**src/rtl/psram_seq_pkg.sv**
```systemverilog
// Purpose: shared constants and types for the power-up and reset sequencer
// Assumes: 20 MHz system clock
// Notes: times kept in their own unit, cycle counts derived from the clock rate
package psram_seq_pkg;

  // clock rate
  localparam int unsigned CLK_HZ = 20_000_000;
  localparam int unsigned CLK_NS = 50;

  // init_wait_time, longest time, microseconds
  localparam int unsigned INIT_WAIT_US = 150;
  localparam int unsigned INIT_WAIT_CYC = (INIT_WAIT_US * (CLK_HZ / 1_000_000) > 0) ?
                                          INIT_WAIT_US * (CLK_HZ / 1_000_000) : 1;

  // power_off_hold_time, least time, microseconds, per supply variant
  localparam int unsigned POWER_OFF_HOLD_1V8_US = 30;
  localparam int unsigned POWER_OFF_HOLD_3V_US = 50;
  localparam int unsigned POWER_OFF_HOLD_1V8_CYC = POWER_OFF_HOLD_1V8_US * (CLK_HZ / 1_000_000);
  localparam int unsigned POWER_OFF_HOLD_3V_CYC = POWER_OFF_HOLD_3V_US * (CLK_HZ / 1_000_000);

  // reset pulse and select spacing, least times, nanoseconds
  localparam int unsigned RESET_PULSE_MIN_NS = 200;
  localparam int unsigned RESET_RELEASE_TO_SELECT_NS = 200;
  localparam int unsigned RESET_ASSERT_TO_SELECT_NS = 400;
  localparam int unsigned RESET_PULSE_MIN_CYC = (RESET_PULSE_MIN_NS + CLK_NS - 1) / CLK_NS;
  localparam int unsigned RESET_RELEASE_TO_SELECT_CYC =
      (RESET_RELEASE_TO_SELECT_NS + CLK_NS - 1) / CLK_NS;
  localparam int unsigned RESET_ASSERT_TO_SELECT_CYC =
      (RESET_ASSERT_TO_SELECT_NS + CLK_NS - 1) / CLK_NS;

  // refresh row counter
  localparam int unsigned ROW_W = 13;
  localparam logic [12:0] ROW_RESET = 13'h0000;
  localparam int unsigned REFRESH_DIV_CYC = 4;

  // configuration register defaults
  localparam logic [15:0] CFG0_RESET = 16'h8f1f;
  localparam logic [15:0] CFG1_RESET = 16'h0002;

  // sequencer states
  typedef enum logic [2:0] {
    ST_POWER_OFF,
    ST_HOLD_RESET,
    ST_INIT_WAIT,
    ST_READY,
    ST_DEEP_PD
  } seq_state_t;

  // supply monitor levels
  typedef struct packed {
    logic above_min;
    logic above_lockout;
    logic above_rearm;
  } supply_t;

  // configuration image
  typedef struct packed {
    logic [15:0] cfg0;
    logic [15:0] cfg1;
  } cfg_t;

  // status bundle
  typedef struct packed {
    logic ready;
    logic refresh_on;
    logic deep_pd;
    logic select_ok;
    logic data_lost;
  } seq_status_t;

endpackage : psram_seq_pkg

```
**src/rtl/psram_sync2.sv**
```systemverilog
// Purpose: two-flop synchroniser for pin levels
// Assumes: input changes slowly relative to clk_i
// Notes: first stage feeds only the second stage
`timescale 1ns/1ps
module psram_sync2 #(
  parameter int unsigned W = 1,
  parameter logic [W-1:0] INIT = '0
) (
  // clock and reset
  input wire logic clk_i,
  input wire logic reset_i,
  // data
  input wire logic [W-1:0] d_i,
  output logic [W-1:0] q_o
);

  logic [W-1:0] meta_q;

  // two stages, reset to a safe level
  always_ff @(posedge clk_i or posedge reset_i) begin
    if (reset_i) begin
      meta_q <= INIT;
      q_o <= INIT;
    end else begin
      meta_q <= d_i;
      q_o <= meta_q;
    end
  end

endmodule : psram_sync2

```
**src/rtl/psram_cycle_timer.sv**
```systemverilog
// Purpose: load-and-count-down timer with done level
// Assumes: load has priority over counting
// Notes: done stays high until the next load
`timescale 1ns/1ps
module psram_cycle_timer #(
  parameter int unsigned W = 16
) (
  // clock and reset
  input wire logic clk_i,
  input wire logic reset_i,
  // control
  input wire logic load_i,
  input wire logic [W-1:0] count_i,
  input wire logic run_i,
  // status
  output logic done_o
);

  logic [W-1:0] cnt_q;

  // count down while running, stop at zero
  always_ff @(posedge clk_i or posedge reset_i) begin
    if (reset_i) begin
      cnt_q <= '0;
    end else if (load_i) begin
      cnt_q <= count_i;
    end else if (run_i && cnt_q != '0) begin
      cnt_q <= cnt_q - 1'b1;
    end
  end

  assign done_o = (cnt_q == '0) && !load_i;

endmodule : psram_cycle_timer

```
**src/rtl/psram_powerup_reset_sequencer.sv**
```systemverilog
// Purpose: power-up and hardware-reset sequencing of a self-refreshing pseudo-static dram
// Assumes: supply monitor levels and pins arrive asynchronously; single 20 MHz clock
// Notes: read and write transactions live elsewhere; this block gates them
// Notes on behaviour
// - after the supply is good the device finishes self-initialisation within the wait.
// - a low reset pin during power-up delays the start of the initialisation wait.
// - the device runs refresh over its array during the initialisation wait.
// - power-on init is assured only after the supply sat below the rearm level long enough.
// - a dip that stays above the lock-out level keeps the device initialised.
// - a fall to the lock-out level loses configuration and array contents.
// - a low reset pin returns the device to standby with default configuration.
// - self-refresh halts while reset is low and resumes when it goes high.
// - hardware reset returns the refresh row counter to its default value.
// - hardware reset forces the device out of deep power down.
`timescale 1ns/1ps
module psram_powerup_reset_sequencer
  import psram_seq_pkg::*;
#(
  parameter int unsigned INIT_WAIT_CYCLES = INIT_WAIT_CYC,
  parameter int unsigned POWER_OFF_HOLD_CYCLES = POWER_OFF_HOLD_1V8_CYC,
  parameter int unsigned ROW_WIDTH = ROW_W
) (
  // clock and reset
  input wire logic clk_i,
  input wire logic reset_i,
  // supply monitor comparators, asynchronous
  input wire logic vcc_above_min_i,
  input wire logic vcc_above_lockout_i,
  input wire logic vcc_above_rearm_i,
  // memory bus pins from the host
  input wire logic reset_n_i,
  input wire logic cs_n_i,
  // deep power down request from the command logic
  input wire logic dpd_enter_i,
  // configuration writes from the command logic
  input wire logic cfg_we_i,
  input wire logic cfg_sel_i,
  input wire logic [15:0] cfg_wdata_i,
  // sequencing status
  output logic ready_o,
  output logic select_accept_o,
  output logic refresh_on_o,
  output logic deep_pd_o,
  output logic data_lost_o,
  output logic pwr_init_assured_o,
  output logic [ROW_WIDTH-1:0] refresh_row_o,
  output cfg_t cfg_o,
  // pad enables for data and strobe
  output logic dq_oe_o,
  output logic rwds_oe_o
);

  localparam int unsigned TW = $clog2(INIT_WAIT_CYCLES + 1);
  localparam int unsigned PW = $clog2(POWER_OFF_HOLD_CYCLES + 1);
  localparam logic [TW-1:0] INIT_LOAD = TW'(INIT_WAIT_CYCLES);
  localparam logic [PW-1:0] HOLD_LOAD = PW'(POWER_OFF_HOLD_CYCLES);
  localparam logic [2:0] REF_DIV_LOAD = 3'(REFRESH_DIV_CYC - 1);

  seq_state_t state_q;
  seq_state_t state_d;
  supply_t sup_raw;
  supply_t sup_s;
  logic [1:0] pin_s;
  logic rst_pin_s;
  logic cs_n_s;
  logic rst_pin_prev_q;
  logic rst_fall;
  logic init_done;
  logic init_load;
  logic init_run;
  logic hold_done;
  logic below_rearm_prev_q;
  logic armed_q;
  logic [2:0] ref_div_q;
  logic ref_tick;
  logic [ROW_WIDTH-1:0] row_q;
  logic refresh_en;
  cfg_t cfg_q;

  // true while the device holds configuration: init wait, ready or deep power down
  function automatic logic powered(input seq_state_t s);
    powered = (s == ST_INIT_WAIT) || (s == ST_READY) || (s == ST_DEEP_PD);
  endfunction : powered

  assign sup_raw = '{above_min: vcc_above_min_i, above_lockout: vcc_above_lockout_i,
                     above_rearm: vcc_above_rearm_i};

  // supply levels come from an analog monitor, so synchronise
  psram_sync2 #(.W(3), .INIT(3'h0)) u_sync_sup (
    .clk_i(clk_i),
    .reset_i(reset_i),
    .d_i(sup_raw),
    .q_o(sup_s)
  );

  // host pins synchronised; reset pin and select idle low and high
  psram_sync2 #(.W(2), .INIT(2'h1)) u_sync_pin (
    .clk_i(clk_i),
    .reset_i(reset_i),
    .d_i({reset_n_i, cs_n_i}),
    .q_o(pin_s)
  );
  assign rst_pin_s = pin_s[1];
  assign cs_n_s = pin_s[0];

  // edge detect on the synchronised reset pin
  // starts low like the synced pin, so leaving reset gives no false fall
  always_ff @(posedge clk_i or posedge reset_i) begin
    if (reset_i) begin
      rst_pin_prev_q <= 1'b0;
    end else begin
      rst_pin_prev_q <= rst_pin_s;
    end
  end
  assign rst_fall = rst_pin_prev_q && !rst_pin_s;

  assign init_load = (state_q != ST_INIT_WAIT) || !rst_pin_s;
  assign init_run = (state_q == ST_INIT_WAIT);

  // initialisation wait timer
  psram_cycle_timer #(.W(TW)) u_init_timer (
    .clk_i(clk_i),
    .reset_i(reset_i),
    .load_i(init_load),
    .count_i(INIT_LOAD),
    .run_i(init_run),
    .done_o(init_done)
  );

  // power-off hold timing below the rearm level
  // timer leaves reset at zero: a supply never raised counts as held low long enough
  psram_cycle_timer #(.W(PW)) u_hold_timer (
    .clk_i(clk_i),
    .reset_i(reset_i),
    .load_i(sup_s.above_rearm),
    .count_i(HOLD_LOAD),
    .run_i(1'b1),
    .done_o(hold_done)
  );

  // arm flag: long enough low supply guarantees the next power-on init
  always_ff @(posedge clk_i or posedge reset_i) begin
    if (reset_i) begin
      armed_q <= 1'b0;
      below_rearm_prev_q <= 1'b0;
    end else begin
      below_rearm_prev_q <= !sup_s.above_rearm;
      if (!sup_s.above_rearm && hold_done && below_rearm_prev_q) begin
        armed_q <= 1'b1;
      end else if (state_q == ST_READY) begin
        armed_q <= 1'b0;
      end
    end
  end

  // state transitions
  always_comb begin
    state_d = state_q;
    unique case (state_q)
      ST_POWER_OFF: begin
        // low reset pin holds off the wait
        if (sup_s.above_min) begin
          state_d = rst_pin_s ? ST_INIT_WAIT : ST_HOLD_RESET;
        end
      end
      ST_HOLD_RESET: begin
        if (rst_pin_s) begin
          state_d = ST_INIT_WAIT;
        end
      end
      ST_INIT_WAIT: begin
        // ready once the wait elapses
        // a low pin wins over done so a late reset restarts the wait
        if (!rst_pin_s) begin
          state_d = ST_HOLD_RESET;
        end else if (init_done) begin
          state_d = ST_READY;
        end
      end
      ST_READY: begin
        if (!rst_pin_s) begin
          state_d = ST_HOLD_RESET;
        end else if (dpd_enter_i) begin
          state_d = ST_DEEP_PD;
        end
      end
      ST_DEEP_PD: begin
        // reset pin ends deep power down
        if (!rst_pin_s) begin
          state_d = ST_HOLD_RESET;
        end
      end
      default: state_d = ST_POWER_OFF;
    endcase
    // lock-out loses everything; a shallower dip does not
    if (!sup_s.above_lockout) begin
      state_d = ST_POWER_OFF;
    end
  end

  // state register
  always_ff @(posedge clk_i or posedge reset_i) begin
    if (reset_i) begin
      state_q <= ST_POWER_OFF;
    end else begin
      state_q <= state_d;
    end
  end

  // refresh runs in init wait and ready; halted while reset pin is low
  assign refresh_en = rst_pin_s && ((state_q == ST_INIT_WAIT) || (state_q == ST_READY));

  // refresh pacing divider, one-cycle tick
  // reload while idle so the first tick comes a full period after refresh starts
  always_ff @(posedge clk_i or posedge reset_i) begin
    if (reset_i) begin
      ref_div_q <= REF_DIV_LOAD;
    end else if (!refresh_en) begin
      ref_div_q <= REF_DIV_LOAD;
    end else if (ref_div_q == 3'h0) begin
      ref_div_q <= REF_DIV_LOAD;
    end else begin
      ref_div_q <= ref_div_q - 3'h1;
    end
  end
  assign ref_tick = refresh_en && (ref_div_q == 3'h0);

  // row counter back to default under reset pin or power loss
  always_ff @(posedge clk_i or posedge reset_i) begin
    if (reset_i) begin
      row_q <= ROW_WIDTH'(ROW_RESET);
    end else if (!rst_pin_s || state_q == ST_POWER_OFF) begin
      row_q <= ROW_WIDTH'(ROW_RESET);
    end else if (ref_tick) begin
      row_q <= row_q + 1'b1;
    end
  end

  // configuration defaults on reset pin; and after power loss
  // writes outside ready are dropped; only in power off and hold reset would they be lost to the defaults anyway
  always_ff @(posedge clk_i or posedge reset_i) begin
    if (reset_i) begin
      cfg_q <= '{cfg0: CFG0_RESET, cfg1: CFG1_RESET};
    end else if (!rst_pin_s || !powered(state_q)) begin
      cfg_q <= '{cfg0: CFG0_RESET, cfg1: CFG1_RESET};
    end else if (cfg_we_i && state_q == ST_READY) begin
      if (cfg_sel_i) begin
        cfg_q.cfg1 <= cfg_wdata_i;
      end else begin
        cfg_q.cfg0 <= cfg_wdata_i;
      end
    end
  end

  // registered outputs
  always_ff @(posedge clk_i or posedge reset_i) begin
    if (reset_i) begin
      ready_o <= 1'b0;
      select_accept_o <= 1'b0;
      refresh_on_o <= 1'b0;
      deep_pd_o <= 1'b0;
      pwr_init_assured_o <= 1'b0;
      refresh_row_o <= '0;
      cfg_o <= '{cfg0: CFG0_RESET, cfg1: CFG1_RESET};
      dq_oe_o <= 1'b0;
      rwds_oe_o <= 1'b0;
    end else begin
      ready_o <= (state_q == ST_READY);
      select_accept_o <= (state_q == ST_READY) && rst_pin_s && !cs_n_s;
      refresh_on_o <= refresh_en;
      deep_pd_o <= (state_q == ST_DEEP_PD);
      pwr_init_assured_o <= armed_q;
      refresh_row_o <= row_q;
      cfg_o <= cfg_q;
      // pads float during reset and init; transaction logic owns them when ready
      dq_oe_o <= 1'b0;
      rwds_oe_o <= 1'b0;
    end
  end

  // data-lost flag: set by power loss or reset fall, cleared on a new select
  // set is tested first so a loss in the same cycle as a select is never dropped
  always_ff @(posedge clk_i or posedge reset_i) begin
    if (reset_i) begin
      data_lost_o <= 1'b1;
    end else if (rst_fall || state_q == ST_POWER_OFF) begin
      data_lost_o <= 1'b1;
    end else if (select_accept_o) begin
      data_lost_o <= 1'b0;
    end
  end

endmodule : psram_powerup_reset_sequencer

```
**config.mk**
```make
export PLATFORM = sky130hd
export DESIGN_NAME = psram_powerup_reset_sequencer
export DESIGN_NICKNAME = d
export VERILOG_FILES = /design/src/rtl/psram_seq_pkg.sv /design/src/rtl/psram_sync2.sv /design/src/rtl/psram_cycle_timer.sv /design/src/rtl/psram_powerup_reset_sequencer.sv
export SDC_FILE = /design/constraint.sdc
export NUM_CORES = 1
export LEC_CHECK = 0
export ABC_AREA = 1
export BUFFER_PORTS_ARGS = -buffer_cell sky130_fd_sc_hd__buf_4
export CELL_PAD_IN_SITES_DETAIL_PLACEMENT = 2
export CELL_PAD_IN_SITES_GLOBAL_PLACEMENT = 2
export CORE_MARGIN = 10
export CORE_UTILIZATION = 35
export DETAILED_ROUTE_END_ITERATION = 7
export PLACE_DENSITY = 0.86
export SKIP_LAST_GASP = 1
export SYNTH_ARGS = -nofsm -noshare
export SYNTH_HDL_FRONTEND = slang
export SYNTH_HIERARCHICAL = 1
export SYNTH_SLANG_ARGS = --single-unit
```
**constraint.sdc**
```tcl
create_clock -name clk_i -period 3.2 [get_ports clk_i]
set_input_delay 0.16 -clock clk_i [delete_from_list [all_inputs] [get_ports clk_i]]
set_output_delay 0.16 -clock clk_i [all_outputs]
set_load 0.1 [all_outputs]
```
==> flow_summary.rst, run 1 <==
.. list-table::
   :header-rows: 1

   * - Metric
     - Value
   * - Worst clock skew
     - about 14 ps
   * - Slack of the worst reg-to-reg path
     - 650 ps
   * - Worst hold slack
     - ~25 ps
   * - Number of instances on the worst hold path
     - 3
   * - Mean number of vias per cell
     - 4.855
   * - Inserted Clock Buffers
     - 17
   * - Tightest Pin Transition
     - between 900 and 1000 ps
   * - Power Density
     - 676.4 nW/µm²
   * - Post-synthesis cell area
     - approximately 6000 µm²
   * - Flops & latches, synth
     - 137
   * - CP max-delay cell
     - dfrtp_1
   * - Buffers on Ports
     - 76
   * - Post-route minimum period
     - 2547 ps
   * - Most area-hungry cell type in the Yosys netlist
     - dfrtp_1
   * - Top cell by count, worst path
     - nand2_1
   * - Proportion of synthesized area in mux cells
     - 0%
   * - Terminating pin of the worst hold path
     - cfg_q[6]$_DFFE_PP0P_
   * - Floorplan die area
     - 22690 µm²
   * - Worst r2r dst
     - state_q[1]$_DFFE_PP0P_
   * - Main flop type after synthesis
     - dfrtp_1
   * - Max Fclk
     - 392.7 MHz
   * - Post-DP HPWL
     - 12.66 mm
   * - Stage delay of the slowest cell on the critical path
     - 450 ps
   * - Clock root buffer
     - clkbuf_16
   * - Placer's final routability congestion estimate
     - 0.7918
   * - Top-Level Pins
     - 79
   * - Number of instances in the placed design
     - 968
   * - Residual antenna-violating net count after detailed routing
     - 0
   * - Signal arrival time at the worst endpoint
     - 2910 ps
   * - Sinks on the clock net
     - about 140
   * - Wirelength per Cell
     - 19.96 µm
   * - Number of global-route vias before repair
     - 5826
   * - Deepest clock path buffer count
     - 2
   * - Number of enable-type register cells in the synthesized netlist
     - 0
   * - Ratio of cells with drive above 1 in the final layout
     - 25.22%
   * - Area Overhead vs Synth
     - 26.50%
   * - Synth Area per Inst
     - 9.035 µm²
   * - Unrepaired setup endpoints after global routing
     - no
   * - CTS tree
     - built
   * - Post-synthesis simple-gate area fraction
     - 28.33%
   * - FF+latch area
     - 3462 µm²
   * - Combinational family with the most area after synthesis
     - simple AND/OR/NAND/NOR gates
   * - Cell Count, Final, Fillers Out
     - 1017
   * - Worst Path Required
     - 3560 ps
   * - Footprint of the multi-input gates
     - 2176 µm²
   * - Final cycle utilization of the critical path
     - 79.58%
   * - Floorplan die width
     - 150.6 µm
   * - Num rows
     - 47
   * - Pin count of the biggest net entering global routing
     - 76
   * - Total congestion overflow after global routing
     - 0
   * - Leakage power total
     - around 3.8 nW
   * - Register clock-pin slew on the reported worst setup and hold paths
     - ~70 ps
   * - Global-route wire length before repair
     - about 33 mm
   * - Combined global-route utilization of all metal layers
     - 18.66%
   * - Share of Yosys cell area claimed by the top area cell type
     - 46.09%
   * - 1st-iter DRT viols
     - 176
   * - Min-delay worst type
     - in -> reg
   * - Count of fill cells added during filler insertion
     - 1809
   * - # resized after CTS
     - 0
   * - Number of DRC violations after detailed routing
     - 0
   * - Max transition margin
     - a little under two fifths
   * - Power Total
     - a little over 5 mW
   * - Distinct cell type count of the synthesized netlist
     - 36
   * - Synth Area in XOR/XNOR
     - 0.4400%
   * - Final #Nets
     - between 800 and 900
   * - Worst IR drop on VDD
     - 0.4208 mV
   * - Result of the run
     - finished, final reports clean
   * - # Post-CTS Setup Buffers
     - 0
   * - Complex-gate fraction of the synthesized area
     - 4.840%
   * - Routed Wire Length
     - around 20 mm
   * - Critical path launch point type
     - register
   * - Cell Chain, Critical Path
     - inv_2 -> nand2_4 -> nor2_1 -> nand2_1 -> inv_2 -> nand3_2 -> nor2_2 -> nand2_2 -> inv_1 -> inv_1 -> nand3_1 -> nand2_1 -> nor2_1 -> nand3_1 -> nand2_1
   * - Share of the core filled with cells in the final layout
     - between 40% and 50%
   * - Htree depth
     - 4
   * - Worst reg2reg startpoint
     - state_q[2]$_DFFE_PP0P_
   * - Top post-synthesis cells by area
     - dfrtp_1 (46%), dfstp_2 (12%), nand2_1 (10%), nor2_1 (5.8%), nand3_1 (4.5%)
   * - Post-Syn Instances
     - 661
   * - Critical path endpoint category
     - register
   * - Final setup violation count
     - 0
   * - Top cells by count, synth
     - nand2_1 (163), dfrtp_1 (110), nor2_1 (92)
   * - Yosys warns
     - 6
   * - Number of antenna violations at the first check in global routing
     - 0
   * - Setup_tns
     - 0 ps
   * - Count of pins over their slew limit
     - 0
   * - Die Y
     - 150.6 µm
   * - Worst setup path category
     - reg -> reg
   * - Sequential-to-total area share from yosys stat
     - 57.97%
   * - Max-cap violations
     - 0
   * - Most frequently used cell type in the post-synthesis netlist
     - nand2_1
   * - Share of flip-flops with an asynchronous set or reset after synthesis
     - 100.0%
   * - Starting density of the core
     - 35.88%
   * - Number of iterations in the first detailed-routing pass
     - 4
   * - Total vias in the final route
     - 4938
   * - Depth of the worst register-to-register path
     - 15
   * - Standard cell core area
     - 16640 µm²
   * - Quantity of hold-fixing buffers added after cts
     - 17
   * - Diode count
     - 0
   * - Hold wc startpoint
     - cfg_wdata_i[6]
   * - Final hold violation count
     - 0
   * - Share of synthesized cell area in full adder, half adder and majority cells
     - 1.257%
   * - Worst Path Max Fanout
     - 16
   * - Latest clock arrival within the worst-skew pair
     - about 430 ps
layer usage:
metal  GRT usage, %  up-vias  share of wire (%)
met1          19.57     2545                 38
li1               -     2279                  -
met4          8.133        0                2.7
met2          35.05       82                 56
met3          3.872       32                3.1
met5              0        -                  0
cell families (layout without fill, tap and decap cells):
family / Yosys count / after routing
other: 2 / 25
buffers and inverters: 92 / 205
AO/OA/AOI/OAI: 52 / 52
AND/OR/NAND/NOR: 369 / 369
XOR/XNOR: 3 / 3
adder cells (fa/ha/maj): 6 / 6
flip-flops: 137 / 137
worst max path at each step:
stage / start / endpoint
after floorplan: reset_i / armed_q$_DFFE_PP0P_
after global placement: state_q[2]$_DFFE_PP0P_ / state_q[0]$_DFFE_PP0P_
after detailed placement: state_q[1]$_DFFE_PP0P_ / state_q[0]$_DFFE_PP0P_
after CTS: state_q[2]$_DFFE_PP0P_ / state_q[0]$_DFFE_PP0P_
after global routing: state_q[2]$_DFFE_PP0P_ / state_q[2]$_DFFE_PP0P_
final: state_q[2]$_DFFE_PP0P_ / state_q[1]$_DFFE_PP0P_
sequential cells by signal, summed over array words and instances (netlist names), 2 cells and up:
register and cells:
cfg_o 32, cfg_q 32, ref_div_q 3, refresh_row_o 13
row_q 13, state_q 3, u_hold_timer/cnt_q 10, u_init_timer/cnt_q 12
u_sync_pin/meta_q 2, u_sync_pin/q_o 2, u_sync_sup/meta_q 3, u_sync_sup/q_o 3
layout by cell type (no fill, tap or decap), drive strengths merged, types with 6 or more instances in the layout:
| cell type | count |
|---|---|
| a21oi | 12 |
| buf | 78 |
| clkbuf | 17 |
| clkinv | 9 |
| conb | 25 |
| dfrtp | 110 |
| dfstp | 27 |
| dlygate4sd3 | 17 |
| ha | 6 |
| inv | 83 |
| nand2 | 187 |
| nand3 | 56 |
| nand4 | 7 |
| nor2 | 107 |
| nor3 | 9 |
| o21ai | 36 |
worst max-delay path: cells and delay by family (launching register included):
kind                   cells  cell delay [ps]
and+or+nand+nor           11             1410
DFF                        1              450
buffers and inverters      4              600
layout make-up:
type | count | share of cell area, %
clock buffers | 17 | 5.631
repair buffers | 95 | 10.00
inverters | 78 | 3.991
clock inverters | 15 | 2.103
multi-input cells | 455 | 28.80
flip-flops and latches | 137 | 45.83
well taps | 220 | 3.644
through the flow:
stage | setup slack, ps | instance area [µm²]
global placement | 986.4 | 6800
finish | 653.3 | 7555
global route | 365.2 | 7555
CTS | 608.4 | 7555
floorplan | 320.8 | 6058
detailed placement | 763.0 | 6800
report_power, final:
part	total, mW	internal [mW]	switching (mW)
Clock	1.98	1.10	0.882
Combinational	1.10	0.288	0.809
Sequential	2.03	1.87	0.159
Total	5.11	3.26	1.85
Power figures use the tool's default switching activity.
==> inputs of run 2 (changes only) <==
==> constraint.sdc (replaced) <==
create_clock -name clk_i -period 2.35 [get_ports clk_i]
set_input_delay 0.1175 -clock clk_i [delete_from_list [all_inputs] [get_ports clk_i]]
set_output_delay 0.1175 -clock clk_i [all_outputs]
set_load 0.1 [all_outputs]
==> run 2 against run 1 <==
Effect of this change:
- worst setup slack got worse by 480 ps
- cell count grew 0.69%
- core utilization increased by 0.68 points
- first-iteration DRC count is 15% higher
- clock skew fell by 7.3 ps
- clock power up 46%
- sequential power grew 36%
==> flow_summary.rst, run 2 (synthesis gave the netlist of run 1 again) <==
.. list-table::
   :header-rows: 1

   * - Metric
     - Value
   * - Result of the run
     - finished, final reports clean
   * - Number of iterations in the first detailed-routing pass
     - 4
   * - Total vias in the final route
     - 5020
   * - Number of DRC violations after detailed routing
     - 0
   * - Cell Chain, Critical Path
     - inv_2 -> nand2_4 -> nor2_1 -> nand2_1 -> inv_2 -> nand3_2 -> nor2_2 -> nand2_2 -> inv_1 -> inv_1 -> nand3_1 -> nand2_1 -> nor2_1 -> nand3_1 -> nand2_1
   * - Cell Count, Final, Fillers Out
     - 1024
   * - Critical path endpoint category
     - register
   * - Latest clock arrival within the worst-skew pair
     - 430 ps
   * - Combined global-route utilization of all metal layers
     - about a fifth
   * - Worst setup path category
     - reg -> reg
   * - Largest registers
     - cfg_o: 32 flops, cfg_q: 32 flops
   * - Most frequent standard cell in the layout excluding fill and tap cells
     - nand2_1
   * - 1st-iter DRT viols
     - 202
   * - WP buf/inv
     - 4
   * - Final standard cell area without fillers
     - between 7000 and 8000 µm²
   * - Count of pins over their slew limit
     - 0
   * - Area Overhead vs Synth
     - 28.41%
   * - Clock root buffer
     - clkbuf_16
   * - Worst hold slack
     - 33.29 ps
   * - Final hold violation count
     - 0
   * - Post-DP HPWL
     - around 13 mm
   * - Worst Path Max Fanout
     - 4
   * - Unrepaired setup endpoints after global routing
     - no
   * - Die Y
     - 150.6 µm
   * - Post-placement cell area
     - 6844 µm²
   * - Buffers on Ports
     - 76
   * - Post-route minimum period
     - 2178 ps
   * - Number of antenna violations at the first check in global routing
     - 0
   * - Num rows
     - between 40 and 50
   * - Max transition margin
     - 61.87%
   * - Wirelength per Cell
     - 20.09 µm
   * - Final #Nets
     - 823
   * - Setup_tns
     - 0 ps
   * - Power Density
     - about 940 nW/µm²
   * - Tightest Pin Transition
     - 572.0 ps
   * - Worst setup margin
     - 171.7 ps
   * - Floorplan die width
     - 150.6 µm
   * - CP max-delay cell
     - dfrtp_1
   * - Standard cell core area
     - 16640 µm²
   * - Number of global-route vias before repair
     - 5952
   * - Leading cell types in the layout, fill and taps excluded
     - nand2_1 (163), dfrtp_1 (110), nor2_1 (92)
   * - Max Fclk
     - about 460 MHz
   * - Power Total
     - 7.210 mW
   * - Final setup violation count
     - 0
   * - Worst Path Required
     - 2710 ps
   * - Final cycle utilization of the critical path
     - 92.69%
   * - Diode count
     - 0
   * - Worst clock skew
     - between 6 and 7 ps
   * - Global-route wire length before repair
     - 33.65 mm
   * - Floorplan die area
     - 22690 µm²
   * - Signal arrival time at the worst endpoint
     - 2540 ps
   * - # resized after CTS
     - 0
   * - Placer's final routability congestion estimate
     - 0.8548
   * - Ratio of cells with drive above 1 in the final layout
     - 25.50%
   * - Top cell by count, worst path
     - nand2_1
   * - Worst IR drop on VDD
     - 0.5132 mV
   * - Deepest clock path buffer count
     - 2
   * - Number of instances in the placed design
     - 972
   * - Leakage power total
     - 3.870 nW
   * - Setup Slack @ Placement
     - 401.0 ps
   * - Sinks on the clock net
     - 137
   * - Slack of the worst reg-to-reg path
     - 170 ps
   * - Delay-heaviest family, CP
     - simple AND/OR/NAND/NOR gates
   * - Inserted Clock Buffers
     - 17
   * - Share of the core filled with cells in the final layout
     - 46.08%
   * - Starting density of the core
     - 35.88%
   * - Stage delay of the slowest cell on the critical path
     - roughly 440 ps
   * - Htree depth
     - 4
   * - Routed Wire Length
     - 20.58 mm
   * - Max-cap violations
     - 0
   * - CTS tree
     - built
   * - Register clock-pin slew on the reported worst setup and hold paths
     - roughly 60 ps
   * - Min-delay worst type
     - in -> reg
   * - Residual antenna-violating net count after detailed routing
     - 0
   * - Total congestion overflow after global routing
     - 0
   * - Mean number of vias per cell
     - 4.902
   * - Critical path launch point type
     - register
   * - Pin count of the biggest net entering global routing
     - 106
   * - Top-Level Pins
     - 79
-- run 2: layout make-up --
type / count / area, µm²
multi-input cells: 455 / 2176
clock inverters: 14 / 185.2
inverters: 78 / 302.8
fillers: 1793 / 8974
flip-flops and latches: 137 / 3462
repair buffers: 102 / 828.3
clock buffers: 18 / 439.2
well taps: 220 / 275.3
-- run 2: path summary, 6_finish.rpt --
check / end / start / cells past startpoint
min reg2reg: u_sync_pin/q_o[0]$_DFF_PP1_ / u_sync_pin/meta_q[0]$_DFF_PP1_ / 0
max: state_q[1]$_DFFE_PP0P_ / state_q[2]$_DFFE_PP0P_ / 15
max reg2reg: state_q[1]$_DFFE_PP0P_ / state_q[2]$_DFFE_PP0P_ / 15
min: cfg_q[5]$_DFFE_PP0P_ / cfg_wdata_i[5] / 3
max in group asynchronous: refresh_row_o[10]$_DFF_PP0_ / reset_i / 4
min in group asynchronous: u_sync_pin/q_o[1]$_DFF_PP0_ / reset_i / 3
-- run 2: metal layers --
layer	part of all wire, %	up-vias	GRT usage, %	wire length [µm]
met5	0	-	0	0
met4	2.3	0	6.882	472
met3	3.6	37	4.292	734
met2	54	109	34.96	11090
met1	40	2582	21.49	8277
li1	-	2292	-	-
-- run 2: power breakdown --
part	switching, mW	internal [mW]	leakage (nW)	total, mW
Clock	1.16	1.73	0.302	2.89
Sequential	0.220	2.55	1.75	2.77
Combinational	1.14	0.414	1.82	1.55
Total	2.51	4.69	3.87	7.21
-- run 2: repair_timing --
action	4_1_cts	5_1_grt
hold endpoints to repair	141	0
setup buffers	0	0
hold buffers	20	0
-- run 2: worst min-delay path: cells and delay by family --
family / cells / cell delay [ps]
buffers and inverters: 2 / 160
AOI/OAI and AO/OA: 1 / 150
